## src/bcwa_pkg.sv

```systemverilog
// Constants, types and register map of the BCD calendar with alarms
// Contract
// - A time write restarts the second, so the next increment is one second later.
// - All time and calendar fields are BCD with tens and units digits.
// - Hours count 00 to 23 only, rolling to 00 at midnight.
// - Year wrap from 99 to 00 inverts the century bit, month bit 7.
// - Weekday advances by one at midnight; software numbers days consecutively.
// - Shadow copy of live time on each start and pointer wrap; reads use it.
// - Alarm one sits at 0Dh to 12h, alarm two at 13h to 15h.
// - Each alarm has an enable; enabled match pulls the interrupt output low.
// - Bit 7 of each alarm byte except alarm-one year, and bit 6 of alarm-one month, are masks.
// - All masks clear means every stored field must equal the current time.
// - Bit 6 of alarm day/date byte selects weekday or date comparison.
// - Alarm one masks all set fires each second; clearing adds sec, min, hour.
// - Clearing mask 4 adds date or weekday, then month, then year.
// - Alarm two fires at second 00; clearing masks adds minute, hour, day/date.
// - Enabled alarm events set status flags; reading status clears them.
// - Pointer wraps 5Dh to 00h; reaching 06h refreshes the shadow too.
// - Date rolls by month length, leap February included, through year 2199.
package bcwa_pkg;

	// Register indexes; the byte address is four times the index
	localparam logic [7:0] IDX_STATUS   = 8'h00;
	localparam logic [7:0] IDX_INT_EN   = 8'h01;
	localparam logic [7:0] IDX_SEC      = 8'h06;
	localparam logic [7:0] IDX_YEAR     = 8'h0C;
	localparam logic [7:0] IDX_ALM1_SEC = 8'h0D;
	localparam logic [7:0] IDX_ALM2_DD  = 8'h15;
	localparam logic [7:0] IDX_SNAP     = 8'h1F;

	// Positions inside the time and alarm byte arrays
	localparam int T_SEC = 0, T_MIN = 1, T_HOUR = 2, T_DAY = 3;
	localparam int T_DATE = 4, T_MON = 5, T_YEAR = 6;
	localparam int A1_SEC = 0, A1_MIN = 1, A1_HOUR = 2, A1_DD = 3;
	localparam int A1_MON = 4, A1_YEAR = 5, A2_MIN = 6, A2_HOUR = 7, A2_DD = 8;

	// Bit positions
	localparam int MASK_BIT = 7, DYDT_BIT = 6, YMASK_BIT = 6, CENT_BIT = 7;
	localparam int FLG_A1 = 0, FLG_A2 = 1;

	// BCD limits
	localparam logic [7:0] SEC_MAX   = 8'h59;
	localparam logic [7:0] HOUR_MAX  = 8'h23;
	localparam logic [7:0] DAY_MAX   = 8'h07;
	localparam logic [7:0] MON_MAX   = 8'h12;
	localparam logic [7:0] YEAR_MAX  = 8'h99;
	localparam logic [7:0] BCD_ZERO  = 8'h00;
	localparam logic [7:0] BCD_ONE   = 8'h01;

	typedef logic [6:0][7:0] bcwa_time_t;
	typedef logic [8:0][7:0] bcwa_alarm_t;

	// Reset values
	localparam bcwa_time_t  TIME_RST = {8'h00, 8'h01, 8'h01, 8'h01, 8'h00, 8'h00, 8'h00};
	localparam bcwa_alarm_t ALM_RST  = '0;
	localparam logic [1:0]  IEN_RST  = 2'h0;

	// AXI responses
	localparam logic [1:0] RESP_OKAY   = 2'h0;
	localparam logic [1:0] RESP_SLVERR = 2'h2;

	// Time base: one second in edges of the time-base clock
	localparam int SEC_PERIOD_S     = 1;
	localparam int TB_FREQ_HZ       = 32768;
	localparam int TB_EDGES_PER_SEC = SEC_PERIOD_S * TB_FREQ_HZ;

endpackage

```

## src/bcwa_time_if.sv

```systemverilog
// Interface between register logic and the BCD calendar counter
`timescale 1ns/1ps
interface bcwa_time_if;
	logic                   tick;
	logic                   wr_en;
	logic [2:0]             wr_idx;
	logic [7:0]             wr_data;
	bcwa_pkg::bcwa_time_t   now;
	modport ctrl (output tick, output wr_en, output wr_idx, output wr_data, input now);
	modport cnt  (input tick, input wr_en, input wr_idx, input wr_data, output now);
endinterface

```

## src/bcwa_counter.sv

```systemverilog
// BCD time and calendar counter with leap-year month lengths
`timescale 1ns/1ps
module bcwa_counter
	import bcwa_pkg::*;
(
	input wire logic    aclk,
	input wire logic    aresetn,
	bcwa_time_if.cnt    tif
);

	typedef struct packed {
		bcwa_time_t t;
	} bcwa_cnt_st_t;

	bcwa_cnt_st_t s_r;
	bcwa_cnt_st_t s_nxt;
	logic [7:0]   mon_inc;

	// Two-digit BCD increment with wrap to a given first value
	function automatic logic [7:0] bcd_next(logic [7:0] v, logic [7:0] top, logic [7:0] first);
		if (v == top)
			return first;
		else if (v[3:0] == 4'h9)
			return {v[7:4] + 4'h1, 4'h0};
		else
			return {v[7:4], v[3:0] + 4'h1};
	endfunction

	// Last date of the month; century bit set means 21xx, so 2100 is not leap
	function automatic logic [7:0] month_last(logic [7:0] mon, logic [7:0] yr);
		logic [1:0] ymod;
		logic       leap;
		ymod = {yr[4], 1'b0} + yr[1:0];
		leap = (ymod == 2'h0) && !((yr == BCD_ZERO) && mon[CENT_BIT]);
		unique case (mon[4:0])
			5'h02:   return leap ? 8'h29 : 8'h28;
			5'h04, 5'h06, 5'h09, 5'h11: return 8'h30;
			default: return 8'h31;
		endcase
	endfunction

	// Month step without the century bit; the bit is handled on year wrap only
	assign mon_inc = bcd_next({1'b0, s_r.t[T_MON][6:0]}, MON_MAX, BCD_ONE);

	// Host write wins over a tick in the same cycle; carries ripple in one update
	always_comb
	begin
		s_nxt = s_r;
		if (tif.wr_en)
			s_nxt.t[tif.wr_idx] = tif.wr_data;
		else if (tif.tick)
		begin
			s_nxt.t[T_SEC] = bcd_next(s_r.t[T_SEC], SEC_MAX, BCD_ZERO);
			if (s_r.t[T_SEC] == SEC_MAX)
			begin
				s_nxt.t[T_MIN] = bcd_next(s_r.t[T_MIN], SEC_MAX, BCD_ZERO);
				if (s_r.t[T_MIN] == SEC_MAX)
				begin
					s_nxt.t[T_HOUR] = bcd_next(s_r.t[T_HOUR], HOUR_MAX, BCD_ZERO);
					if (s_r.t[T_HOUR] == HOUR_MAX)
					begin
						s_nxt.t[T_DAY] = bcd_next(s_r.t[T_DAY], DAY_MAX, BCD_ONE);
						s_nxt.t[T_DATE] = bcd_next(s_r.t[T_DATE],
							month_last(s_r.t[T_MON], s_r.t[T_YEAR]), BCD_ONE);
						if (s_r.t[T_DATE] == month_last(s_r.t[T_MON], s_r.t[T_YEAR]))
						begin
							s_nxt.t[T_MON][6:0] = mon_inc[6:0];
							if (s_r.t[T_MON][6:0] == MON_MAX[6:0])
							begin
								s_nxt.t[T_YEAR] = bcd_next(s_r.t[T_YEAR], YEAR_MAX, BCD_ZERO);
								if (s_r.t[T_YEAR] == YEAR_MAX)
									s_nxt.t[T_MON][CENT_BIT] = ~s_r.t[T_MON][CENT_BIT];
							end
						end
					end
				end
			end
		end
	end

	// State register
	always_ff @(posedge aclk)
	begin
		if (!aresetn)
			s_r.t <= TIME_RST;
		else
			s_r <= s_nxt;
	end

	assign tif.now = s_r.t;

	// Midnight rolls hours to 00 and moves the weekday
	property p_midnight;
		@(posedge aclk) disable iff (!aresetn)
		tif.tick && !tif.wr_en && s_r.t[T_HOUR] == HOUR_MAX && s_r.t[T_MIN] == SEC_MAX
			&& s_r.t[T_SEC] == SEC_MAX
		|=> s_r.t[T_HOUR] == BCD_ZERO && s_r.t[T_DAY] != $past(s_r.t[T_DAY]);
	endproperty
	a_midnight: assert property (p_midnight) else $error("midnight rollover wrong");

	// Year wrap by counting flips the century bit; a host write of 00 over 99 does not
	property p_century;
		@(posedge aclk) disable iff (!aresetn)
		$past(tif.tick) && !$past(tif.wr_en) && s_r.t[T_YEAR] == BCD_ZERO
			&& $past(s_r.t[T_YEAR]) == YEAR_MAX
		|-> s_r.t[T_MON][CENT_BIT] != $past(s_r.t[T_MON][CENT_BIT]);
	endproperty
	a_century: assert property (p_century) else $error("century not toggled");

endmodule // bcwa_counter

```

## src/bcwa_top.sv

```systemverilog
// Register file, time base and alarm logic of the BCD calendar
`timescale 1ns/1ps
module bcwa_top
	import bcwa_pkg::*;
#(
	parameter int AXI_ADDR_W    = 10,
	parameter int TICKS_PER_SEC = TB_EDGES_PER_SEC
)
(
	input  wire logic                  aclk,
	input  wire logic                  aresetn,
	input  wire logic [AXI_ADDR_W-1:0] s_axi_awaddr,
	input  wire logic                  s_axi_awvalid,
	output logic                       s_axi_awready,
	input  wire logic [31:0]           s_axi_wdata,
	input  wire logic [3:0]            s_axi_wstrb,
	input  wire logic                  s_axi_wvalid,
	output logic                       s_axi_wready,
	output logic [1:0]                 s_axi_bresp,
	output logic                       s_axi_bvalid,
	input  wire logic                  s_axi_bready,
	input  wire logic [AXI_ADDR_W-1:0] s_axi_araddr,
	input  wire logic                  s_axi_arvalid,
	output logic                       s_axi_arready,
	output logic [31:0]                s_axi_rdata,
	output logic [1:0]                 s_axi_rresp,
	output logic                       s_axi_rvalid,
	input  wire logic                  s_axi_rready,
	input  wire logic                  tb_clk,
	output logic                       irq_n
);

	localparam int IW = AXI_ADDR_W - 2;
	localparam int CW = $clog2(TICKS_PER_SEC);
	localparam logic [CW-1:0] PRE_LAST = CW'(TICKS_PER_SEC - 1);

	// Parameters the logic cannot serve
	if (AXI_ADDR_W < 9 || AXI_ADDR_W > 32)
	begin : g_bad_addr
		$error("AXI_ADDR_W must lie in 9..32");
	end
	if (TICKS_PER_SEC < 2)
	begin : g_bad_ticks
		$error("TICKS_PER_SEC must be at least 2");
	end

	typedef struct packed {
		logic                  aw_h;
		logic [IW-1:0]         aw_idx;
		logic                  w_h;
		logic [7:0]            w_d;
		logic                  w_s;
		logic                  bvalid;
		logic [1:0]            bresp;
		logic                  rvalid;
		logic [7:0]            rdata;
		logic [1:0]            rresp;
		logic [2:0]            sync;
		logic [CW-1:0]         pre;
		logic                  tick_d;
		bcwa_alarm_t           alm;
		logic [1:0]            ien;
		logic [1:0]            flg;
		bcwa_time_t            shadow;
		logic                  irq_n;
	} bcwa_state_t;

	bcwa_state_t s_r;
	bcwa_state_t s_nxt;

	bcwa_time_if tif ();

	logic          tb_rise;
	logic          tick;
	logic          do_wr;
	logic          wr_ok;
	logic          ar_go;
	logic [IW-1:0] ar_idx;
	logic          rd_status;
	logic          refresh;
	logic          hit1;
	logic          hit2;
	logic          snap_req;
	bcwa_time_t    rd_src;

	// Index of a time register, counted from seconds
	function automatic logic is_time(logic [IW-1:0] idx);
		return idx >= IW'(IDX_SEC) && idx <= IW'(IDX_YEAR);
	endfunction

	// Index of an alarm register
	function automatic logic is_alarm(logic [IW-1:0] idx);
		return idx >= IW'(IDX_ALM1_SEC) && idx <= IW'(IDX_ALM2_DD);
	endfunction

	// Indexes answering OKAY; 02h..05h exist but hold nothing here
	function automatic logic is_mapped(logic [IW-1:0] idx);
		return idx <= IW'(IDX_ALM2_DD) || idx == IW'(IDX_SNAP);
	endfunction

	bcwa_counter u_counter (
		.aclk    (aclk),
		.aresetn (aresetn),
		.tif     (tif.cnt)
	);

	// Time base edge: the second and third synchroniser stages form the rising edge
	assign tb_rise = s_r.sync[1] && !s_r.sync[2];
	assign tick    = tb_rise && (s_r.pre == PRE_LAST);

	// Bus handshakes: one write and one read in flight
	assign s_axi_awready = !s_r.aw_h && !s_r.bvalid;
	assign s_axi_wready  = !s_r.w_h && !s_r.bvalid;
	assign s_axi_arready = !s_r.rvalid;
	assign s_axi_bvalid  = s_r.bvalid;
	assign s_axi_bresp   = s_r.bresp;
	assign s_axi_rvalid  = s_r.rvalid;
	assign s_axi_rresp   = s_r.rresp;
	assign s_axi_rdata   = {24'h000000, s_r.rdata};
	assign irq_n         = s_r.irq_n;

	assign do_wr  = s_r.aw_h && s_r.w_h;
	assign wr_ok  = do_wr && s_r.w_s && is_mapped(s_r.aw_idx);
	assign ar_go  = s_axi_arvalid && s_axi_arready;
	assign ar_idx = s_axi_araddr[AXI_ADDR_W-1:2];

	// Shadow refresh: a read of 00h stands for the pointer wrap, 06h for reaching 06h
	assign rd_status = ar_go && ar_idx == IW'(IDX_STATUS);
	assign refresh   = ar_go && (ar_idx == IW'(IDX_STATUS) || ar_idx == IW'(IDX_SEC));
	assign snap_req  = refresh || (wr_ok && s_r.aw_idx == IW'(IDX_SNAP));
	assign rd_src    = refresh ? tif.now : s_r.shadow;

	// Counter write port; a time write lands directly in the live counter
	assign tif.tick    = tick;
	assign tif.wr_en   = wr_ok && is_time(s_r.aw_idx);
	assign tif.wr_idx  = 3'(s_r.aw_idx - IW'(IDX_SEC));
	assign tif.wr_data = s_r.w_d;

	// Alarm one: each field passes when masked or equal
	always_comb
	begin
		hit1 = s_r.tick_d;
		hit1 = hit1 && (s_r.alm[A1_SEC][MASK_BIT] || s_r.alm[A1_SEC][6:0] == tif.now[T_SEC][6:0]);
		hit1 = hit1 && (s_r.alm[A1_MIN][MASK_BIT] || s_r.alm[A1_MIN][6:0] == tif.now[T_MIN][6:0]);
		hit1 = hit1 && (s_r.alm[A1_HOUR][MASK_BIT]
			|| s_r.alm[A1_HOUR][5:0] == tif.now[T_HOUR][5:0]);
		hit1 = hit1 && (s_r.alm[A1_DD][MASK_BIT] || (s_r.alm[A1_DD][DYDT_BIT]
			? s_r.alm[A1_DD][5:0] == {3'h0, tif.now[T_DAY][2:0]}
			: s_r.alm[A1_DD][5:0] == tif.now[T_DATE][5:0]));
		hit1 = hit1 && (s_r.alm[A1_MON][MASK_BIT]
			|| s_r.alm[A1_MON][4:0] == tif.now[T_MON][4:0]);
		hit1 = hit1 && (s_r.alm[A1_MON][YMASK_BIT]
			|| s_r.alm[A1_YEAR] == tif.now[T_YEAR]);
	end

	// Alarm two: no seconds field, so it only fires at second 00
	always_comb
	begin
		hit2 = s_r.tick_d && tif.now[T_SEC] == BCD_ZERO;
		hit2 = hit2 && (s_r.alm[A2_MIN][MASK_BIT] || s_r.alm[A2_MIN][6:0] == tif.now[T_MIN][6:0]);
		hit2 = hit2 && (s_r.alm[A2_HOUR][MASK_BIT]
			|| s_r.alm[A2_HOUR][5:0] == tif.now[T_HOUR][5:0]);
		hit2 = hit2 && (s_r.alm[A2_DD][MASK_BIT] || (s_r.alm[A2_DD][DYDT_BIT]
			? s_r.alm[A2_DD][5:0] == {3'h0, tif.now[T_DAY][2:0]}
			: s_r.alm[A2_DD][5:0] == tif.now[T_DATE][5:0]));
	end

	// Next state of the whole block
	always_comb
	begin
		s_nxt = s_r;
		s_nxt.sync = {s_r.sync[1:0], tb_clk};
		s_nxt.tick_d = tick;
		if (tb_rise)
			s_nxt.pre = (s_r.pre == PRE_LAST) ? '0 : s_r.pre + CW'(1);
		// Write address and data are taken in either order
		if (s_axi_awvalid && s_axi_awready)
		begin
			s_nxt.aw_h = 1'b1;
			s_nxt.aw_idx = s_axi_awaddr[AXI_ADDR_W-1:2];
		end
		if (s_axi_wvalid && s_axi_wready)
		begin
			s_nxt.w_h = 1'b1;
			s_nxt.w_d = s_axi_wdata[7:0];
			s_nxt.w_s = s_axi_wstrb[0];
		end
		if (s_r.bvalid && s_axi_bready)
			s_nxt.bvalid = 1'b0;
		if (do_wr)
		begin
			s_nxt.aw_h = 1'b0;
			s_nxt.w_h = 1'b0;
			s_nxt.bvalid = 1'b1;
			s_nxt.bresp = is_mapped(s_r.aw_idx) ? RESP_OKAY : RESP_SLVERR;
		end
		if (wr_ok)
		begin
			if (s_r.aw_idx == IW'(IDX_INT_EN))
				s_nxt.ien = s_r.w_d[1:0];
			if (is_alarm(s_r.aw_idx))
				s_nxt.alm[4'(s_r.aw_idx - IW'(IDX_ALM1_SEC))] = s_r.w_d;
			if (is_time(s_r.aw_idx))
				s_nxt.pre = '0;
		end
		// Read: time registers come from the shadow copy; a read of 06h takes the live time
		if (s_r.rvalid && s_axi_rready)
			s_nxt.rvalid = 1'b0;
		if (ar_go)
		begin
			s_nxt.rvalid = 1'b1;
			s_nxt.rresp = is_mapped(ar_idx) ? RESP_OKAY : RESP_SLVERR;
			s_nxt.rdata = 8'h00;
			if (ar_idx == IW'(IDX_STATUS))
				s_nxt.rdata = {6'h00, s_r.flg};
			else if (ar_idx == IW'(IDX_INT_EN))
				s_nxt.rdata = {6'h00, s_r.ien};
			else if (is_time(ar_idx))
				s_nxt.rdata = rd_src[3'(ar_idx - IW'(IDX_SEC))];
			else if (is_alarm(ar_idx))
				s_nxt.rdata = s_r.alm[4'(ar_idx - IW'(IDX_ALM1_SEC))];
		end
		if (snap_req)
			s_nxt.shadow = tif.now;
		// Status read clears; a new hit in that cycle still sets
		if (rd_status)
			s_nxt.flg = 2'h0;
		if (hit1 && s_r.ien[FLG_A1])
			s_nxt.flg[FLG_A1] = 1'b1;
		if (hit2 && s_r.ien[FLG_A2])
			s_nxt.flg[FLG_A2] = 1'b1;
		// Registered so the pin never glitches on the compare path
		s_nxt.irq_n = ~|(s_nxt.flg & s_nxt.ien);
	end

	// State register
	always_ff @(posedge aclk)
	begin
		if (!aresetn)
		begin
			s_r <= '0;
			s_r.alm <= ALM_RST;
			s_r.ien <= IEN_RST;
			s_r.shadow <= TIME_RST;
			s_r.irq_n <= 1'b1;
		end
		else
			s_r <= s_nxt;
	end

	// A time write restarts the second count
	property p_restart;
		@(posedge aclk) disable iff (!aresetn)
		tif.wr_en |=> s_r.pre == '0 && !tick;
	endproperty
	a_restart: assert property (p_restart) else $error("second not restarted");

	// The tick lasts one cycle
	property p_tick_single;
		@(posedge aclk) disable iff (!aresetn)
		tick |=> !tick;
	endproperty
	a_tick_single: assert property (p_tick_single) else $error("tick too long");

	// Flags rise only right after a second update
	property p_flag_once;
		@(posedge aclk) disable iff (!aresetn)
		$rose(s_r.flg[FLG_A1]) || $rose(s_r.flg[FLG_A2]) |-> $past(s_r.tick_d);
	endproperty
	a_flag_once: assert property (p_flag_once) else $error("flag set off the tick");

	// Enabled alarm-one hit sets its flag and drops the interrupt
	property p_alarm_irq;
		@(posedge aclk) disable iff (!aresetn)
		hit1 && s_r.ien[FLG_A1] |=> s_r.flg[FLG_A1] && !irq_n;
	endproperty
	a_alarm_irq: assert property (p_alarm_irq) else $error("alarm did not interrupt");

	// Disabled alarm two leaves its flag alone
	property p_disabled;
		@(posedge aclk) disable iff (!aresetn)
		!s_r.ien[FLG_A2] && !s_r.flg[FLG_A2] |=> !s_r.flg[FLG_A2];
	endproperty
	a_disabled: assert property (p_disabled) else $error("disabled alarm flagged");

	// Status read without a new hit empties the flags
	property p_read_clear;
		@(posedge aclk) disable iff (!aresetn)
		rd_status && !s_r.tick_d |=> s_r.flg == 2'h0 && irq_n;
	endproperty
	a_read_clear: assert property (p_read_clear) else $error("status read kept flags");

	// Alarm two flag only rises from a compare made at second 00
	property p_a2_zero;
		@(posedge aclk) disable iff (!aresetn)
		$rose(s_r.flg[FLG_A2]) |-> $past(tif.now[T_SEC]) == BCD_ZERO;
	endproperty
	a_a2_zero: assert property (p_a2_zero) else $error("alarm two off minute");

	// A flag only drops through a status read
	property p_flag_hold;
		@(posedge aclk) disable iff (!aresetn)
		$fell(s_r.flg[FLG_A1]) || $fell(s_r.flg[FLG_A2]) |-> $past(rd_status);
	endproperty
	a_flag_hold: assert property (p_flag_hold) else $error("flag lost without read");

	// Alarm one flag needs its enable in the compare cycle
	property p_ien_gate;
		@(posedge aclk) disable iff (!aresetn)
		$rose(s_r.flg[FLG_A1]) |-> $past(s_r.ien[FLG_A1]);
	endproperty
	a_ien_gate: assert property (p_ien_gate) else $error("flag set while disabled");

	// Unmasked year that differs blocks alarm one
	property p_year_gate;
		@(posedge aclk) disable iff (!aresetn)
		!s_r.alm[A1_MON][YMASK_BIT] && s_r.alm[A1_YEAR] != tif.now[T_YEAR] |-> !hit1;
	endproperty
	a_year_gate: assert property (p_year_gate) else $error("year mask ignored");

	// Weekday select compares the weekday, so a differing weekday blocks alarm two
	property p_weekday_sel;
		@(posedge aclk) disable iff (!aresetn)
		s_r.alm[A2_DD][DYDT_BIT] && !s_r.alm[A2_DD][MASK_BIT]
			&& s_r.alm[A2_DD][2:0] != tif.now[T_DAY][2:0] |-> !hit2;
	endproperty
	a_weekday_sel: assert property (p_weekday_sel) else $error("day select wrong");

	// Shadow captures the live time on refresh
	property p_shadow;
		@(posedge aclk) disable iff (!aresetn)
		snap_req |=> s_r.shadow == $past(tif.now);
	endproperty
	a_shadow: assert property (p_shadow) else $error("shadow not refreshed");

	// All masks set on alarm one fires with every second
	property p_every_sec;
		@(posedge aclk) disable iff (!aresetn)
		s_r.tick_d && s_r.alm[A1_SEC][MASK_BIT] && s_r.alm[A1_MIN][MASK_BIT]
			&& s_r.alm[A1_HOUR][MASK_BIT] && s_r.alm[A1_DD][MASK_BIT]
			&& s_r.alm[A1_MON][MASK_BIT] && s_r.alm[A1_MON][YMASK_BIT] |-> hit1;
	endproperty
	a_every_sec: assert property (p_every_sec) else $error("per-second alarm missed");

	c_alarm1: cover property (@(posedge aclk) disable iff (!aresetn) hit1 && s_r.ien[FLG_A1]);
	c_alarm2: cover property (@(posedge aclk) disable iff (!aresetn) hit2 && s_r.ien[FLG_A2]);
	c_set_clr: cover property (@(posedge aclk) disable iff (!aresetn)
		rd_status && (hit1 || hit2));
	c_time_wr: cover property (@(posedge aclk) disable iff (!aresetn) tif.wr_en ##1 ar_go);

endmodule // bcwa_top

```

## config.mk

```make
export PLATFORM = sky130hd
export DESIGN_NAME = bcwa_top
export DESIGN_NICKNAME = d
export VERILOG_FILES = /design/src/bcwa_pkg.sv /design/src/bcwa_time_if.sv /design/src/bcwa_counter.sv /design/src/bcwa_top.sv
export SDC_FILE = /design/constraint.sdc
export NUM_CORES = 1
export LEC_CHECK = 0
export ABC_AREA = 1
export BUFFER_PORTS_ARGS = -buffer_cell sky130_fd_sc_hd__buf_2
export CAP_MARGIN = 0
export CORE_UTILIZATION = 41
export DETAILED_ROUTE_END_ITERATION = 10
export MAX_ROUTING_LAYER = met4
export PLACE_DENSITY_LB_ADDON = 0.05
export SLEW_MARGIN = 10
export SYNTH_ARGS = -nofsm -noshare
export SYNTH_HDL_FRONTEND = slang
export SYNTH_HIERARCHICAL = 1
export SYNTH_SLANG_ARGS = --single-unit
```

## constraint.sdc

```tcl
create_clock -name aclk -period 7 [get_ports aclk]
set_input_delay 1.4 -clock aclk [delete_from_list [all_inputs] [get_ports aclk]]
set_output_delay 1.4 -clock aclk [all_outputs]
set_load 0.05 [all_outputs]
```

==> flow_metrics.env <==
export IMPL_end_kind="flip-flop"
export IMPL_dieArea_um2=34700
export IMPL_slew_headroom=0.346
export IMPL_core_rowCount=67
export IMPL_hold_viol=0
export IMPL_fin_tns_setup_ps=0
export IMPL_cap_violations=0
export IMPL_grt_max_degree=69
export IMPL_h_tree_depth=1
export IMPL_ys_ff_latch=239
export IMPL_ys_top_cells_by_area="dfxtp_1 34%, nand2_1 8.4%, a21oi_1 7.7%, o21ai_0 6.9%, inv_1 5.9%"
export IMPL_core_area_um2=33400
export IMPL_cts_tree="built"
export IMPL_p_per_area_nw_per_um2=228
export IMPL_vias=13000
export IMPL_critPathTopFamily="simple AND/OR/NAND/NOR gates"
export IMPL_grt_use_total=0.278
export IMPL_synth_top_area_frac=0.344
export IMPL_regArea_um2=4780
export IMPL_start_kind="input port"
export IMPL_syn_to_final_growth_pct=10.7
export IMPL_synth_edf_count=0
export IMPL_synthMuxAreaShare=0
export IMPL_grt_pass1_wl_mm=70.7
export IMPL_slowest_delay_ps=500
export IMPL_syn_cell_area_um2=13900
export IMPL_ys_types=61
export IMPL_vias_per_cell=5.33
export IMPL_max_slew_worst_pin_slew_ps=978
export IMPL_antenna_found_initial=0
export IMPL_ys_async_sr_fraction=0
export IMPL_cts_setup_buffers=0
export IMPL_peakVddDrop_mv=0.203
export IMPL_path_class="input port to flip-flop"
export IMPL_crit_chain="buf_2, clkinv_1, buf_4, ha_1, nand3_1, nor2_1, nand2_1, nand2_1, inv_1, nand2_2, buf_4, o21ai_0, a21oi_1"
export IMPL_worst_ep_required_time_ps=7500
export IMPL_finalSetupViolCount=0
export IMPL_p_leak_uw=0.00624
export IMPL_multi_input_area_um2=7650
export IMPL_clock_sinks=239
export IMPL_hpwl_mm=33.2
export IMPL_ant_nets=0
export IMPL_seq_area_frac_synth=0.344
export IMPL_die_w_um=186
export IMPL_synthAdderAreaFrac=0.0324
export IMPL_synth_compound_area_frac=0.238
export IMPL_mostFrequentLayoutCell="nand2_1"
export IMPL_cts_root_buf="clkbuf_16"
export IMPL_grt_pass1_vias=11700
export IMPL_netlist_instances=1974
export IMPL_wire_per_inst_um=19.0
export IMPL_first_pass_iters=7
export IMPL_port_buffers=48
export IMPL_cts_buffers=30
export IMPL_overflow=0
export IMPL_path_buf_inv=5
export IMPL_fin_ws_ps=2540
export IMPL_synth_simple_gate_area_frac=0.231
export IMPL_ctsHoldBuffers=0
export IMPL_initial_core_util=0.416
export IMPL_wl_mm=46.4
export IMPL_max_freq_mhz=224
export IMPL_antenna_cells=0
export IMPL_crit_slowest_cell="buf_4"
export IMPL_ios=106
export IMPL_drt_iter0_drc=904
export IMPL_clock_latency_ps=580
export IMPL_holdCritPathClass="flip-flop to flip-flop"
export IMPL_yosys_warnings=6
export IMPL_die_height_um=186
export IMPL_cts_resized=0
export IMPL_pre_cts_ws_ps=1960
export IMPL_drive_above_1_share=0.0936
export IMPL_min_period_ps=4460
export IMPL_avgSynthCellArea_um2=7.05
export IMPL_gp_congestion=0.875
export IMPL_final_period_utilization=0.637
export IMPL_clock_skew_ps=27.1
export IMPL_fillers=3515
export IMPL_yosys_area_top_type="dfxtp_1"
export IMPL_clk_pin_slew_ps=60
export IMPL_final_cell_mix="309 x nand2_1, 239 x dfxtp_1, 216 x inv_1"
export IMPL_grt_setup_unrepaired="false"
export IMPL_synthFlopType="dfxtp_1"
export IMPL_synth_xor_area_frac=0.0416
export IMPL_synth_top_family_by_area="compound AO/OA/AOI/OAI gates"
export IMPL_cp_max_fo=45
export IMPL_drc=0
export IMPL_fin_nets=2074
export IMPL_clockBufferDepth=3
export IMPL_status="complete, no violations"
export IMPL_worstPathArrival_ps=4960
export IMPL_drv_slew=0
==> state kept, by name, indices dropped and copies added, names as in the netlist <==
register           cells
tif.wr_data            8
s_axi_rdata            8
s_axi_rvalid           1
s_axi_bresp            1
irq_n                  1
s_axi_rresp            1
s_axi_bvalid           1
u_counter/tif.now     56
s_r                  160
s_nxt                  2
==> layer usage <==
| metal | track usage | up-vias | routed length, um |
|---|---|---|---|
| met4 | 0.0859 | 0 | 1440 |
| met3 | 0.0251 | 75 | 2390 |
| met5 | - | - | 0 |
| met2 | 0.416 | 399 | 20200 |
| met1 | 0.393 | 5977 | 22400 |
| li1 | - | 6596 | - |
==> through the flow <==
step / util / hold WS [ps] / area, um2 / total power, uW / cells
finish: 0.461 / 413 / 15400 / 3520 / 2446
global route: 0.461 / 447 / 15400 / 3640 / 2446
CTS: 0.461 / 419 / 15400 / 3550 / 2446
detailed placement: 0.425 / 405 / 14200 / 1720 / 2390
global placement: 0.425 / 394 / 14200 / 1720 / 2390
floorplan: - / 390 / 14000 / 1640 / 1999
==> Yosys cell counts (22+ instances only) <==
master and count:
nand2_1 311, dfxtp_1 239, inv_1 217, a21oi_1 213, nor2_1 194, o21ai_0 192, nand3_1 112, clkbuf_1 47
buf_4 43, xor2_1 43, ha_1 36, a211oi_1 32, o22ai_1 31, o211ai_1 27, nand4_1 22
==> worst reg2reg max path, stage by stage (launching register included) <==
cell,delay [ps]
dfxtp_1,680
inv_2,250
nor3_2,260
nand2_1,90
nand2_2,90
nand2_2,60
nor2_4,180
inv_1,50
or2_2,340
inv_1,80
buf_4,380
inv_2,290
nand2_2,240
nand2_2,120
nor2_8,190
nand2_2,130
nor2_2,290
nand3_4,130
inv_2,90
nand2_1,50
a21oi_1,120
==> cell type report <==
type                    count  area share
clock inverters            18      0.0220
multi-input cells        1404       0.497
flip-flops and latches    239       0.311
inverters                 239      0.0582
clock buffers              38      0.0546
repair buffers             60      0.0216
well taps                 448      0.0364
==> cell families after synthesis <==
logic type | count (synthesis)
xor gates and xnor gates | 64
DFF | 239
other | 1
adders and majority gates | 36
buffers and inverters | 356
AOI/OAI and AO/OA | 568
and+or+nand+nor | 710
==> report_power, final <==
part	total, uW	leakage [uW]	switching, uW	internal, uW
combinational	303	0.00374	239	63.5
clock	1820	0.000574	639	1180
sequential	1390	0.00193	18.6	1380
==> final timing paths <==
check                              from                                  to  slack [ps]  cells after the start
setup / recovery        s_axi_araddr[2]                 s_r[9]$_SDFFE_PN0P_        2540                     13
hold / removal    s_nxt[150]$_SDFF_PN0_               s_nxt[151]$_SDFF_PN0_         410                      2
setup reg to reg  s_r[176]$_SDFFE_PN0P_  u_counter/tif.now[44]$_SDFFE_PN0P_        2820                     20
hold reg to reg   s_nxt[150]$_SDFF_PN0_               s_nxt[151]$_SDFF_PN0_         410                      2
Note: power is estimated with default switching activity, not from simulation.
